--- src/rtl/sie_regs.svh ---
// register indices, field positions, reset values and bus codes
`ifndef SIE_REGS_SVH
`define SIE_REGS_SVH

// register indices: byte address is four times the index
`define SIE_IDX_STS_A 6'h12
`define SIE_IDX_STS_B 6'h13
`define SIE_IDX_STS_C 6'h14
`define SIE_IDX_STS_D 6'h15
`define SIE_IDX_EN_A 6'h16
`define SIE_IDX_EN_B 6'h17
`define SIE_IDX_MSK_A 6'h18

// internal register selector codes
`define SIE_SEL_MSK_BASE 4'h4
`define SIE_SEL_EN_A 4'h8
`define SIE_SEL_EN_B 4'h9
`define SIE_SEL_NONE 4'hf

// reset value of every register
`define SIE_RST_BYTE 8'h00

// writable bits of enable register a
`define SIE_ENA_WMASK 8'h9e

// enable register a fields
`define SIE_ENA_PARPORT 1
`define SIE_ENA_SERIAL2 2
`define SIE_ENA_SERIAL1 3
`define SIE_ENA_FLOPPY 4
`define SIE_ENA_WATCHDOG 7

// enable register b fields
`define SIE_ENB_MOUSE 0
`define SIE_ENB_KEYBOARD 1
`define SIE_ENB_TWOWIRE 2
`define SIE_ENB_RING1 3
`define SIE_ENB_KBDLINE 4
`define SIE_ENB_RING2 5
`define SIE_ENB_ROUTE_SER 6
`define SIE_ENB_ROUTE_PIN 7

// axi response codes
`define SIE_RESP_OKAY 2'h0
`define SIE_RESP_SLVERR 2'h2

`endif

--- src/rtl/sie_pkg.sv ---
// shared types for the system-management interrupt block
`default_nettype none
package sie_pkg;

  // pin levels, packed so each byte is one status register's sources
  typedef struct packed {
    logic [7:0] port1;
    logic [7:0] port5;
    logic port6Pin1;
    logic port4Pin3;
    logic fanSpeedSenseInput;
    logic port4Pin1;
    logic [3:0] port3;
    logic [3:0] port2Hi;
    logic port6Pin0;
    logic [2:0] port2Lo;
  } sie_pins_t;

  // on-chip peripheral interrupt levels, cleared at their source
  typedef struct packed {
    logic parport;
    logic serial2;
    logic serial1;
    logic floppy;
    logic watchdog;
    logic mouse;
    logic keyboard;
    logic twowire;
    logic ring1;
    logic kbdPortLine;
    logic ring2;
  } sie_periph_t;

endpackage
`default_nettype wire

--- src/rtl/sie_irq_status_enable.sv ---
// system-management interrupt status, enable and routing block
//
// Functional notes
// - Status a latches port-2 pins 0-2, port-6 pin 0, port-2 pins 4-7.
// - Status b latches port-3 0-3, port-4 1, fan sense, port-4 3, port-6 1.
// - Status c latches port-5 pins 0-7 in bit order.
// - Status d latches port-1 pins 0-7 in bit order.
// - Status bits are readable and a written one clears its bit.
// - Enable a gates parport, serial 2, serial 1, floppy and watchdog.
// - An enable bit of one passes its source, zero blocks it; ring 1 is inverted when RING1_GATE_ACTIVE_LOW is set.
// - Enable b gates mouse, keyboard, two-wire, ring 1, kbd line, ring 2.
// - Enable b bit 6 routes the group to serial irq, bit 7 to the pin.
// - The group output is low, and irq high, only for a latched, unmasked status bit or an enabled peripheral source.
//
// Design decision made here: the AXI4-Lite register port.
`include "sie_regs.svh"
`default_nettype none

module sie_irq_status_enable #(
  parameter int ADDR_W = 8,
  parameter bit RING1_GATE_ACTIVE_LOW = 1'b0
) (
  // clock and reset
  input wire logic clk,
  input wire logic rst_n,
  // axi4-lite write address
  input wire logic [ADDR_W-1:0] s_axi_awaddr,
  input wire logic s_axi_awvalid,
  output logic s_axi_awready,
  // axi4-lite write data
  input wire logic [31:0] s_axi_wdata,
  input wire logic [3:0] s_axi_wstrb,
  input wire logic s_axi_wvalid,
  output logic s_axi_wready,
  // axi4-lite write response
  output logic [1:0] s_axi_bresp,
  output logic s_axi_bvalid,
  input wire logic s_axi_bready,
  // axi4-lite read address
  input wire logic [ADDR_W-1:0] s_axi_araddr,
  input wire logic s_axi_arvalid,
  output logic s_axi_arready,
  // axi4-lite read data
  output logic [31:0] s_axi_rdata,
  output logic [1:0] s_axi_rresp,
  output logic s_axi_rvalid,
  input wire logic s_axi_rready,
  // event sources
  input wire sie_pkg::sie_pins_t pinLevels,
  input wire sie_pkg::sie_periph_t periphIrq,
  // interrupt outputs
  output logic irq,
  output logic groupSysmgmt_n,
  output logic sysmgmtIrqPin_n,
  output logic serialIrqReq
);
  localparam int IDXW = ADDR_W - 2;
  if (ADDR_W < 8 || ADDR_W > 32) begin : g_chk
    $error("ADDR_W must lie between 8 and 32");
  end
  // ***********************************************************
  // address decode
  // ***********************************************************
  function automatic logic [3:0] regSel(input logic [ADDR_W-1:0] a);
    logic [IDXW-1:0] idx;
    idx = a[ADDR_W-1:2];
    regSel = `SIE_SEL_NONE;
    for (int k = 0; k < 4; k++) begin
      if (idx == IDXW'(`SIE_IDX_STS_A + k)) begin
        regSel = 4'(k);
      end
      if (idx == IDXW'(`SIE_IDX_MSK_A + k)) begin
        regSel = 4'(k + 4);
      end
    end
    if (idx == IDXW'(`SIE_IDX_EN_A)) begin
      regSel = `SIE_SEL_EN_A;
    end
    if (idx == IDXW'(`SIE_IDX_EN_B)) begin
      regSel = `SIE_SEL_EN_B;
    end
  endfunction
  // ***********************************************************
  // pin synchronisers and edge detect
  // ***********************************************************
  // pins are asynchronous: two stages before the edge detector
  logic [31:0] pinMeta_ff;
  logic [31:0] pinSync_ff;
  logic [31:0] pinLast_ff;
  always_ff @(posedge clk or negedge rst_n) begin
    if (!rst_n) begin
      pinMeta_ff <= '0;
      pinSync_ff <= '0;
      pinLast_ff <= '0;
    end else begin
      pinMeta_ff <= pinLevels;
      pinSync_ff <= pinMeta_ff;
      pinLast_ff <= pinSync_ff;
    end
  end
  // a rising level on a pin is its event
  wire [31:0] pinRise = pinSync_ff & ~pinLast_ff;
  wire [7:0] rawEvt [4];
  assign rawEvt[0] = pinRise[7:0];
  assign rawEvt[1] = pinRise[15:8];
  assign rawEvt[2] = pinRise[23:16];
  assign rawEvt[3] = pinRise[31:24];
  // ***********************************************************
  // axi4-lite write channel
  // ***********************************************************
  logic awHeld_ff;
  logic wHeld_ff;
  logic [ADDR_W-1:0] awAddr_ff;
  logic [7:0] wData_ff;
  logic wLane0_ff;
  logic bvalid_ff;
  logic [1:0] bresp_ff;
  // address and data are latched apart, so either may come first
  assign s_axi_awready = !awHeld_ff;
  assign s_axi_wready = !wHeld_ff;
  wire awTake = s_axi_awvalid && s_axi_awready;
  wire wTake = s_axi_wvalid && s_axi_wready;
  wire doWrite = awHeld_ff && wHeld_ff && !bvalid_ff;
  wire [3:0] selW = regSel(awAddr_ff);
  wire wrEn = doWrite && wLane0_ff;
  always_ff @(posedge clk or negedge rst_n) begin
    if (!rst_n) begin
      awHeld_ff <= 1'b0;
      wHeld_ff <= 1'b0;
      awAddr_ff <= '0;
      wData_ff <= `SIE_RST_BYTE;
      wLane0_ff <= 1'b0;
      bvalid_ff <= 1'b0;
      bresp_ff <= `SIE_RESP_OKAY;
    end else begin
      if (awTake) begin
        awHeld_ff <= 1'b1;
        awAddr_ff <= s_axi_awaddr;
      end
      if (wTake) begin
        wHeld_ff <= 1'b1;
        wData_ff <= s_axi_wdata[7:0];
        wLane0_ff <= s_axi_wstrb[0];
      end
      if (doWrite) begin
        awHeld_ff <= 1'b0;
        wHeld_ff <= 1'b0;
        bvalid_ff <= 1'b1;
        bresp_ff <= (selW == `SIE_SEL_NONE) ? `SIE_RESP_SLVERR
                                            : `SIE_RESP_OKAY;
      end else if (bvalid_ff && s_axi_bready) begin
        bvalid_ff <= 1'b0;
      end
    end
  end
  assign s_axi_bvalid = bvalid_ff;
  assign s_axi_bresp = bresp_ff;
  // ***********************************************************
  // status and mask registers
  // ***********************************************************
  logic [7:0] sts_ff [4];
  logic [7:0] msk_ff [4];
  wire [3:0] stsHit;
  for (genvar i = 0; i < 4; i++) begin : g_sts
    wire wrSts = wrEn && (selW == 4'(i));
    wire wrMsk = wrEn && (selW == 4'(i + 4));
    wire [7:0] clrBits = wrSts ? wData_ff : 8'h00;
    // a new event wins over a clear in the same cycle
    wire [7:0] nxt_sts = (sts_ff[i] & ~clrBits) | rawEvt[i];
    always_ff @(posedge clk or negedge rst_n) begin
      if (!rst_n) begin
        sts_ff[i] <= `SIE_RST_BYTE;
        msk_ff[i] <= `SIE_RST_BYTE;
      end else begin
        sts_ff[i] <= nxt_sts;
        if (wrMsk) begin
          msk_ff[i] <= wData_ff;
        end
      end
    end
    assign stsHit[i] = |(sts_ff[i] & msk_ff[i]);
    a_sts_clear_one: assert property (@(posedge clk) disable iff (!rst_n)
      wrSts && wData_ff[0] && !rawEvt[i][0] |=> !sts_ff[i][0])
      else $error("status bit not cleared by a written one");
    a_sts_keep_zero: assert property (@(posedge clk) disable iff (!rst_n)
      wrSts && wData_ff == 8'h00 |=> sts_ff[i] == $past(nxt_sts) &&
      (sts_ff[i] & $past(sts_ff[i])) == $past(sts_ff[i]))
      else $error("status bit lost on a written zero");
  end

  // ***********************************************************
  // enable registers
  // ***********************************************************
  logic [7:0] enA_ff;
  logic [7:0] enB_ff;
  always_ff @(posedge clk or negedge rst_n) begin
    if (!rst_n) begin
      enA_ff <= `SIE_RST_BYTE;
      enB_ff <= `SIE_RST_BYTE;
    end else begin
      if (wrEn && selW == `SIE_SEL_EN_A) begin
        enA_ff <= wData_ff & `SIE_ENA_WMASK;
      end
      if (wrEn && selW == `SIE_SEL_EN_B) begin
        enB_ff <= wData_ff;
      end
    end
  end

  // ***********************************************************
  // axi4-lite read channel
  // ***********************************************************
  logic rvalid_ff;
  logic [31:0] rdata_ff;
  logic [1:0] rresp_ff;
  assign s_axi_arready = !rvalid_ff;
  wire arTake = s_axi_arvalid && s_axi_arready;
  wire [3:0] selR = regSel(s_axi_araddr);
  wire [7:0] rdByte = (selR < `SIE_SEL_MSK_BASE) ? sts_ff[selR[1:0]] :
                      (selR < `SIE_SEL_EN_A) ? msk_ff[selR[1:0]] :
                      (selR == `SIE_SEL_EN_A) ? enA_ff :
                      (selR == `SIE_SEL_EN_B) ? enB_ff : 8'h00;
  always_ff @(posedge clk or negedge rst_n) begin
    if (!rst_n) begin
      rvalid_ff <= 1'b0;
      rdata_ff <= '0;
      rresp_ff <= `SIE_RESP_OKAY;
    end else if (arTake) begin
      rvalid_ff <= 1'b1;
      rdata_ff <= {24'h00_0000, rdByte};
      rresp_ff <= (selR == `SIE_SEL_NONE) ? `SIE_RESP_SLVERR
                                          : `SIE_RESP_OKAY;
    end else if (rvalid_ff && s_axi_rready) begin
      rvalid_ff <= 1'b0;
    end
  end
  assign s_axi_rvalid = rvalid_ff;
  assign s_axi_rdata = rdata_ff;
  assign s_axi_rresp = rresp_ff;

  // ***********************************************************
  // gating, group output and routing
  // ***********************************************************
  // ring 1 enable may be wired inverted in some integrations
  wire ring1Gate = RING1_GATE_ACTIVE_LOW ? !enB_ff[`SIE_ENB_RING1]
                                         : enB_ff[`SIE_ENB_RING1];
  wire periphHitA =
    (periphIrq.parport && enA_ff[`SIE_ENA_PARPORT]) ||
    (periphIrq.serial2 && enA_ff[`SIE_ENA_SERIAL2]) ||
    (periphIrq.serial1 && enA_ff[`SIE_ENA_SERIAL1]) ||
    (periphIrq.floppy && enA_ff[`SIE_ENA_FLOPPY]) ||
    (periphIrq.watchdog && enA_ff[`SIE_ENA_WATCHDOG]);
  wire periphHitB =
    (periphIrq.mouse && enB_ff[`SIE_ENB_MOUSE]) ||
    (periphIrq.keyboard && enB_ff[`SIE_ENB_KEYBOARD]) ||
    (periphIrq.twowire && enB_ff[`SIE_ENB_TWOWIRE]) ||
    (periphIrq.ring1 && ring1Gate) ||
    (periphIrq.kbdPortLine && enB_ff[`SIE_ENB_KBDLINE]) ||
    (periphIrq.ring2 && enB_ff[`SIE_ENB_RING2]);
  wire groupNow = (|stsHit) || periphHitA || periphHitB;

  logic group_ff;
  logic pinOut_ff;
  logic serReq_ff;

  always_ff @(posedge clk or negedge rst_n) begin
    if (!rst_n) begin
      group_ff <= 1'b0;
      pinOut_ff <= 1'b0;
      serReq_ff <= 1'b0;
    end else begin
      group_ff <= groupNow;
      pinOut_ff <= groupNow && enB_ff[`SIE_ENB_ROUTE_PIN];
      serReq_ff <= groupNow && enB_ff[`SIE_ENB_ROUTE_SER];
    end
  end

  assign irq = group_ff;
  assign groupSysmgmt_n = !group_ff;
  assign sysmgmtIrqPin_n = !pinOut_ff;
  assign serialIrqReq = serReq_ff;

  // ***********************************************************
  // assertions
  // ***********************************************************
  wire allOff = enA_ff == 8'h00 && enB_ff[5:0] ==
    (RING1_GATE_ACTIVE_LOW ? 6'h08 : 6'h00) && stsHit == 4'h0;

  a_pin_a_map: assert property (@(posedge clk) disable iff (!rst_n)
    $rose(pinSync_ff[3]) |=> sts_ff[0][3])
    else $error("port-6 pin 0 event not latched in status a");
  a_fan_map: assert property (@(posedge clk) disable iff (!rst_n)
    $rose(pinSync_ff[13]) |=> sts_ff[1][5])
    else $error("fan sense event not latched in status b");
  a_pin_c_map: assert property (@(posedge clk) disable iff (!rst_n)
    $rose(pinSync_ff[16]) |=> sts_ff[2][0])
    else $error("port-5 pin 0 event not latched in status c");
  a_pin_d_map: assert property (@(posedge clk) disable iff (!rst_n)
    $rose(pinSync_ff[31]) |=> sts_ff[3][7])
    else $error("port-1 pin 7 event not latched in status d");
  a_par_gate: assert property (@(posedge clk) disable iff (!rst_n)
    periphIrq.parport && enA_ff[1] |=> irq)
    else $error("enabled parport source did not raise irq");
  a_mouse_gate: assert property (@(posedge clk) disable iff (!rst_n)
    periphIrq.mouse && enB_ff[0] |=> irq)
    else $error("enabled mouse source did not raise irq");
  a_all_blocked: assert property (@(posedge clk) disable iff (!rst_n)
    allOff |=> !irq && groupSysmgmt_n)
    else $error("group asserted with every source blocked");
  a_pin_route: assert property (@(posedge clk) disable iff (!rst_n)
    !sysmgmtIrqPin_n |-> irq && $past(enB_ff[7]))
    else $error("pin driven without route or group");
  a_ser_route: assert property (@(posedge clk) disable iff (!rst_n)
    serialIrqReq |-> irq && $past(enB_ff[6]))
    else $error("serial request without route or group");
  a_rst_zero: assert property (@(posedge clk)
    !rst_n |-> enA_ff == 8'h00 && enB_ff == 8'h00 &&
    sts_ff[0] == 8'h00 && sts_ff[3] == 8'h00)
    else $error("register not zero during reset");
  a_rsvd_zero: assert property (@(posedge clk) disable iff (!rst_n)
    (enA_ff & ~`SIE_ENA_WMASK) == 8'h00)
    else $error("reserved enable bit set");
  a_ring1_pol: assert property (@(posedge clk) disable iff (!rst_n)
    periphIrq.ring1 && ring1Gate |=> irq)
    else $error("ring 1 source did not raise irq");

  c_write_resp: cover property (@(posedge clk) disable iff (!rst_n)
    doWrite ##1 s_axi_bvalid && s_axi_bready);
  c_irq_rise: cover property (@(posedge clk) disable iff (!rst_n)
    $rose(irq));
  c_clear_on_event: cover property (@(posedge clk) disable iff (!rst_n)
    wrEn && selW == 4'h0 && |(wData_ff & rawEvt[0]));
  c_pin_route: cover property (@(posedge clk) disable iff (!rst_n)
    $fell(sysmgmtIrqPin_n));

endmodule
`default_nettype wire

--- config.mk ---
export PLATFORM = sky130hd
export DESIGN_NAME = sie_irq_status_enable
export DESIGN_NICKNAME = d
export VERILOG_FILES = /design/src/rtl/sie_pkg.sv /design/src/rtl/sie_irq_status_enable.sv
export VERILOG_INCLUDE_DIRS = /design/src /design/src/rtl
export SDC_FILE = /design/constraint.sdc
export NUM_CORES = 1
export LEC_CHECK = 0
export BUFFER_PORTS_ARGS = -buffer_cell sky130_fd_sc_hd__buf_2
export CAP_MARGIN = 40
export CELL_PAD_IN_SITES_DETAIL_PLACEMENT = 0
export CELL_PAD_IN_SITES_GLOBAL_PLACEMENT = 1
export CORE_UTILIZATION = 47
export CTS_BUF_LIST = sky130_fd_sc_hd__clkbuf_8
export CTS_CLUSTER_SIZE = 8
export DETAILED_ROUTE_END_ITERATION = 10
export PLACE_DENSITY_LB_ADDON = 0.1
export SKIP_LAST_GASP = 1
export SLEW_MARGIN = 20
export SYNTH_ARGS = -nofsm -noshare
export SYNTH_HDL_FRONTEND = slang
export SYNTH_SLANG_ARGS = --single-unit
--- constraint.sdc ---
create_clock -name clk -period 2.2 [get_ports clk]
set_clock_uncertainty 0.05 [all_clocks]
set_input_delay 0.33 -clock clk [delete_from_list [all_inputs] [get_ports clk]]
set_output_delay 0.33 -clock clk [all_outputs]
set_load 0.05 [all_outputs]
; ---- Word-level counts from Yosys, hierarchy flattened
; Index checks and enable logic that the tools add are counted.
[word_totals]
ff_bits = 209
inputBits = 102
output_inout_bits = 45
wordCells = 179
[op_classes]
order_cmp = 3
eq_ne = 33
muxes = 44
n_bitwise = 19
reduce_logical = 54
[op_table]
columns = operator, n
row1 = "== test 6 x 5 -> 1 bit, second input constant", 20
row2 = two-way mux 8 bit, 12
row3 = two-way mux 4 bit, 20
row4 = AND 8 bit, 8
row5 = AND 32 bit, 1
row6 = binary-select mux 8 bit (select 2 bit), 2
row7 = inverter 32 bit, 1
row8 = inverter 8 bit, 4
row9 = bitwise OR 8 bit, 4
row10 = OR reduction 32 bit, 1
row11 = logical AND 1 bit, 31
row12 = "== test 4 bit, second input constant", 6
row13 = "== test 4 x 3 -> 1 bit, second input constant", 4
row14 = logical OR 1 bit, 11
row15 = "== test 4 x 2 -> 1 bit, second input constant", 2
row16 = two-way mux 1 bit, 8
row17 = nonzero test 2 bit, 4
row18 = logical NOT 1 bit, 6
row19 = "== test 4 x 1 -> 1 bit, second input constant", 1
row20 = logical NOT 4 bit, 1
row21 = "less-than comparator 4 x 3 -> 1 bit, second input constant", 1
row22 = "less-than comparator 4 bit, second input constant", 1
row23 = two-way mux 2 bit, 2
row24 = "greater-or-equal comparator 3 bit, second input constant", 1
row25 = inverter 2 -> 3 bit, 1

; ---- Longest topological paths before layout
[depth]
word_depth = 17
mapped_depth = 7
mapped_depth_nobuf = 5

; ---- Worst setup path after synthesis
; Ideal clock, no wire load.
[synth_timing]
path_type = reg-to-reg
startpoint = reg bvalid_ff (netlist: s_axi_bvalid)
endpoint = reg enB_ff[0]
setup_ns = 0.125
arrival_ns = 1.920
required_time_ns = 2.025
slack_ns = 0.105
stages_incl_launch_ff = 5
n_path_buf = 0
period_less_slack_ns = 2.095
path_cell_list = dfrtp_1 > nand3b_4 > or4_4 > nor2_8 > mux2_2
[synth_via]
elab_chain_cells = 4
[synth_lines]
columns = element, line
row1 = from (decl), sie_irq_status_enable.sv:116  ; logic bvalid_ff;
row2 = from (signal assigned), sie_irq_status_enable.sv:133  ; bvalid_ff <= 1'b0;
row3 = from (signal assigned), sie_irq_status_enable.sv:148  ; bvalid_ff <= 1'b1;
row4 = from (signal assigned), sie_irq_status_enable.sv:152  ; bvalid_ff <= 1'b0;
row5 = logical NOT 1 bit, sie_irq_status_enable.sv:123  ; wire doWrite = awHeld_ff && wHeld_ff && !bvalid_ff;
row6 = logical AND 1 bit, sie_irq_status_enable.sv:123
row7 = logical AND 1 bit, sie_irq_status_enable.sv:125  ; wire wrEn = doWrite && wLane0_ff;
row8 = logical AND 1 bit (no line), n/a
row9 = to (signal assigned), sie_irq_status_enable.sv:199  ; enB_ff <= `SIE_RST_BYTE;
row10 = to (signal assigned), sie_irq_status_enable.sv:205  ; enB_ff <= wData_ff;
row11 = to (decl), sie_irq_status_enable.sv:195  ; logic [7:0] enB_ff;
; Every way passes these cells.
; A chain may end at the register's enable or synchronous reset.

; ---- Final worst setup path
[layout_timing]
startpoint = reg bvalid_ff (netlist: s_axi_bvalid)
endpoint = reg sts_ff[1] (netlist bit)
[layout_via]
elab_chain_cells = 8
[layout_lines]
columns = element, line
row1 = logical NOT 1 bit, sie_irq_status_enable.sv:123
row2 = logical AND 1 bit, sie_irq_status_enable.sv:123
row3 = logical AND 1 bit, sie_irq_status_enable.sv:125
row4 = logical AND 1 bit, sie_irq_status_enable.sv:165  ; wire wrSts = wrEn && (selW == 4'(i));
row5 = two-way mux 8 bit, sie_irq_status_enable.sv:167  ; wire [7:0] clrBits = wrSts ? wData_ff : 8'h00;
row6 = inverter 8 bit, sie_irq_status_enable.sv:169  ; wire [7:0] nxt_sts = (sts_ff[i] & ~clrBits) | rawEvt[i];
row7 = AND 8 bit, sie_irq_status_enable.sv:169
row8 = bitwise OR 8 bit, sie_irq_status_enable.sv:169
row9 = via g_sts[3].nxt_sts[1], sie_irq_status_enable.sv:169
row10 = "to (signal, indexed assignment)", sie_irq_status_enable.sv:172  ; sts_ff[i] <= `SIE_RST_BYTE;
row11 = "to (signal, indexed assignment)", sie_irq_status_enable.sv:175  ; sts_ff[i] <= nxt_sts;
row12 = to (decl), sie_irq_status_enable.sv:161  ; logic [7:0] sts_ff [4];
; The timed path passes the listed nets, and every way through them passes these cells.

==> impl_table.tex <==
\begin{tabular}{lr}
\hline
Metric & Value \\
\hline
\multicolumn{2}{l}{\textbf{Critical path}} \\
Cell depth of the worst flop-to-flop path & 5 \\
Critical Path Start Type & register \\
Cell family with most CP delay & simple AND/OR/NAND/NOR gates \\
Critical Path, Cell by Cell & nand3b\_4 > or4\_4 > nor2\_4 > nand2\_1 > a22o\_1 \\
Destination of the worst register-to-register timing path & sts\_ff[1] \\
R2r startpoint & s\_axi\_bvalid \\
Classification of the worst setup path & reg -> reg \\
CP max FO & 8 \\
Stage delay of the slowest cell on the critical path & approximately 600 ps \\
Register-to-register path setup slack & 140 ps \\
Count of buffer and inverter cells on the critical path & 0 \\
Crit-path slowest cell & sky130\_fd\_sc\_hd\_\_or4\_4 \\
Critical path data required time & 2550 ps \\
Arr. time, crit path & roughly 2400 ps \\
Worst Setup End Kind & register \\
\multicolumn{2}{l}{\textbf{Logic synthesis}} \\
Simple-gate area share of the yosys netlist & $\sim$8.3\% \\
Count of warnings emitted by yosys & 0 \\
Number of enable flip-flop cells after synthesis & 0 \\
Fraction of registers with async set/reset & 100\% \\
Gate count after technology mapping & 599 \\
Fraction of the yosys area taken by sequential cells & a little under two thirds \\
Most common flop cell mapped by yosys & sky130\_fd\_sc\_hd\_\_dfrtp\_1 \\
Main combinational cell family by area after synthesis & multiplexers \\
Adder and majority cell fraction of the synthesized area & 0\% \\
Synthesized area per cell & 13.4 um\^{}2 \\
Xor/xnor cell area share of the yosys netlist & 0.219\% \\
Number of storage elements in the synthesis netlist & 205 \\
Share of the synthesized area in compound gates (AO/OA/AOI/OAI) & 9.96\% \\
Distinct cell type count of the synthesized netlist & 54 \\
Mux cell area share after synthesis & 11.9\% \\
Synthesized area & 8020 um\^{}2 \\
\multicolumn{2}{l}{\textbf{Power}} \\
Leakage power total & approximately 0.005 uW \\
Part of the total power dissipated in sequential elements & a little under half \\
Max VDD drop & 670 uV \\
P\_sw & roughly 3500 uW \\
Part of the total power dissipated in combinational logic & 22.0\% \\
Internal power summed over all cells & 7090 uW \\
Power share of the clock group & 30.4\% \\
Switching power share of the total & 32.8\% \\
Cell Pwr Density & 1050 nW/um\^{}2 \\
\multicolumn{2}{l}{\textbf{Layout}} \\
Nets & between 800 and 900 \\
Final non-filler cell area & 10,000 um\^{}2 \\
Number of standard cells in the layout, taps in and fillers out & 1,031 \\
Most common library cell in the layout ignoring fill and taps & sky130\_fd\_sc\_hd\_\_dfrtp\_1 \\
Layout area overhead & 24.9\% \\
Share of post-route cells with drive strength above 1 & 30.9\% \\
Seq. cell area & approximately 5100 um\^{}2 \\
Most frequent cells in the layout & 205 x sky130\_fd\_sc\_hd\_\_dfrtp\_1, 88 x sky130\_fd\_sc\_hd\_\_buf\_2, 64 x sky130\_fd\_sc\_hd\_\_mux2\_2 \\
Number of fill cells & approximately 1,400 \\
Antenna diode count & 0 \\
Multi-input logic area & 2530 um\^{}2 \\
\multicolumn{2}{l}{\textbf{Placed design}} \\
Instance area after placement & 8830 um\^{}2 \\
Final weighted congestion of routability-driven global placement & 0.852 \\
Placed Instances & 919 \\
Detailed Place HPWL & between 10 and 15 mm \\
\# port buffers & 89 \\
\multicolumn{2}{l}{\textbf{Routing}} \\
Initial DRC Count & 259 \\
Wire length per cell after detailed routing & 18.4 um \\
DRC Markers & 0 \\
Post-route antenna net violation count & 0 \\
Number of vias per cell after detailed routing & 5.10 \\
First-pass iteration count of the detailed router & 4 \\
Total number of vias & about 5,300 \\
Overall routed net length & 19.0 mm \\
\multicolumn{2}{l}{\textbf{STA}} \\
Setup repair after global routing missed its margin & no \\
Final-layout worst hold slack & 273 ps \\
Min cycle time layout & between 2000 and 2500 ps \\
Final Max Slew Viols & 0 \\
Actual transition at the worst max-transition pin & between 600 and 700 ps \\
Period Utilization, post-route & 93.7\% \\
Maximum achievable frequency & 485 MHz \\
Setup Viol. Count Final & 0 \\
Max-Slew Margin vs Limit & between 50\% and 60\% \\
Summed negative setup slack over all endpoints & 0 ps \\
Final hold violation count & 0 \\
\multicolumn{2}{l}{\textbf{CTS}} \\
Cts bufs inserted & 35 \\
Clock Path Buffers & 3 \\
CTS tree & done \\
Clk sinks & 205 \\
Post-CTS Setup Inserts & 0 \\
Latest clock arrival within the worst-skew pair & $\sim$530 ps \\
Count of H-tree levels built during CTS & 2 \\
Clock-pin slew reported for the worst setup and hold paths after clock tree synthesis & 60 ps \\
Clock tree root buffer cell & sky130\_fd\_sc\_hd\_\_clkbuf\_8 \\
\multicolumn{2}{l}{\textbf{Hold path}} \\
Class of the tightest hold or removal check & in -> reg \\
Instance count along the most critical hold path & 5 \\
Endpoint with the worst hold slack & irq \\
Worst min-delay path startpoint & periphIrq[7] \\
\multicolumn{2}{l}{\textbf{Global route}} \\
Initial antenna violation count & 0 \\
Largest net degree at the start of global routing & 65 \\
First-pass GRT wire length & about 30 mm \\
Total routing resource utilization after global routing & 22.8\% \\
Via count of the first global-routing pass & approximately 5,600 \\
Met2 track demand over resource in global routing & 36.0\% \\
Met1 routing resource usage after global routing & 31.0\% \\
Routing layer with the top usage in global route & met2 \\
Met3 Resource Use GR & $\sim$4.7\% \\
Overflow left after global routing & 0 \\
\multicolumn{2}{l}{\textbf{Floorplan}} \\
Std-Cell Rows & 47 \\
Initial standard-cell utilization of the core & between 40\% and 50\% \\
Die Outline Area & 17,600 um\^{}2 \\
Die Span X & approximately 130 um \\
Std-Cell Core Area & around 17,000 um\^{}2 \\
Floorplan die height & 133 um \\
Boundary pin count & 147 \\
\multicolumn{2}{l}{\textbf{Run status}} \\
Run status & finished clean \\
\multicolumn{2}{l}{\textbf{Run}} \\
Max-cap violation count & 0 \\
\hline
\end{tabular}
-- cell usage after synthesis (all sizes together), types with 2 or more instances --
cell | count | area share (%)
a2111oi | 2 | 0.22
a211oi | 2 | 0.19
a21oi | 7 | 0.44
a221oi | 2 | 0.22
a22o | 38 | 4.2
a22oi | 20 | 1.9
and2 | 3 | 0.23
and3 | 4 | 0.31
buf | 40 | 3.4
clkbuf | 4 | 0.19
dfrtp | 205 | 64
inv | 43 | 2.0
mux2 | 64 | 9.0
mux2i | 23 | 2.9
nand2 | 53 | 2.5
nand2b | 7 | 0.55
nand3 | 5 | 0.31
nand3b | 3 | 0.44
nand4 | 4 | 0.31
nor2 | 12 | 1.0
nor2b | 5 | 0.42
nor3 | 5 | 0.52
nor3b | 3 | 0.34
nor4 | 5 | 0.76
o211ai | 2 | 0.19
o21a | 2 | 0.19
o21ai | 13 | 0.95
o221a | 2 | 0.28
o221ai | 5 | 0.55
o22ai | 2 | 0.16
o31ai | 2 | 0.19
or2 | 2 | 0.16
or4 | 2 | 0.23
xnor2 | 2 | 0.22
-- state kept, by name, summed over array words and instances (netlist names), 5 cells and up --
signal,cells
pinLast_ff,32
enB_ff,8
pinMeta_ff,32
sts_ff,32
enA_ff,5
msk_ff,32
s_axi_rdata,8
wData_ff,8
pinSync_ff,32
awAddr_ff,6
-- cells by family after synthesis --
family | after synthesis
AND/OR/NAND/NOR | 115
XOR/XNOR | 2
AO/OA/AOI/OAI | 102
multiplexers | 87
other | 1
buffers and inverters | 87
flip-flops | 205
-- worst max-delay path by stage --
stage | startpoint | to | slack (ps) | cells past startpoint
2_1_floorplan | s_axi_bvalid | enB_ff[0] | 110 | 4
4_1_cts | s_axi_bvalid | sts_ff[1] | 120 | 5
5_1_grt | s_axi_bvalid | sts_ff[1] | 50 | 5
3_5_place_dp | s_axi_bvalid | sts_ff[3] | 140 | 5
6_report | s_axi_bvalid | sts_ff[1] | 140 | 5
3_3_place_gp | s_axi_bvalid | sts_ff[1] | 180 | 5
-- stage by stage --
stage	util [%]	setup slack (ps)	power, uW
after floorplan	-	105	6550
after global placement	53.0	176	7300
after detailed placement	53.0	136	7370
after CTS	60.2	116	10700
after global routing	60.2	48.1	11100
final	60.2	140	10600
-- per-layer routing --
layer  wire length (um)  up-vias
met5                  0        -
met4                478        0
met3                900       33
met2               9010      148
met1               8580     2639
li1                   -     2437
-- area by class of cell --
type                    instances  share of cell area [%]
inverters                      43                    1.61
multi-input cells             332                    25.3
clock buffers                  42                    5.77
repair buffers                171                    12.5
flip-flops and latches        205                    51.2
clock inverters                18                   0.887
well taps                     220                    2.75
-- timing repair --
| action | in CTS | in global routing |
|---|---|---|
| hold buffers | 52 | 0 |
| resized for setup | 0 | 0 |
| endpoints found under the hold margin | 109 | 0 |
-- power groups by stage --
stage / combinational [uW] / clock, uW / sequential, uW
finish: 2320 / 3210 / 5030
global route: 2520 / 3490 / 5120
CTS: 2350 / 3320 / 5030
detailed placement: 2270 / 0 / 5100
global placement: 2230 / 0 / 5070
floorplan: 1580 / 0 / 4970
-- tightest hold or removal path, stage by stage --
cell,delay (ps)
sky130_fd_sc_hd__buf_2,100
sky130_fd_sc_hd__a22oi_1,70
sky130_fd_sc_hd__nand4_1,100
sky130_fd_sc_hd__nor4_1,50
sky130_fd_sc_hd__nand2_1,130
Power figures use the tool's default switching activity.
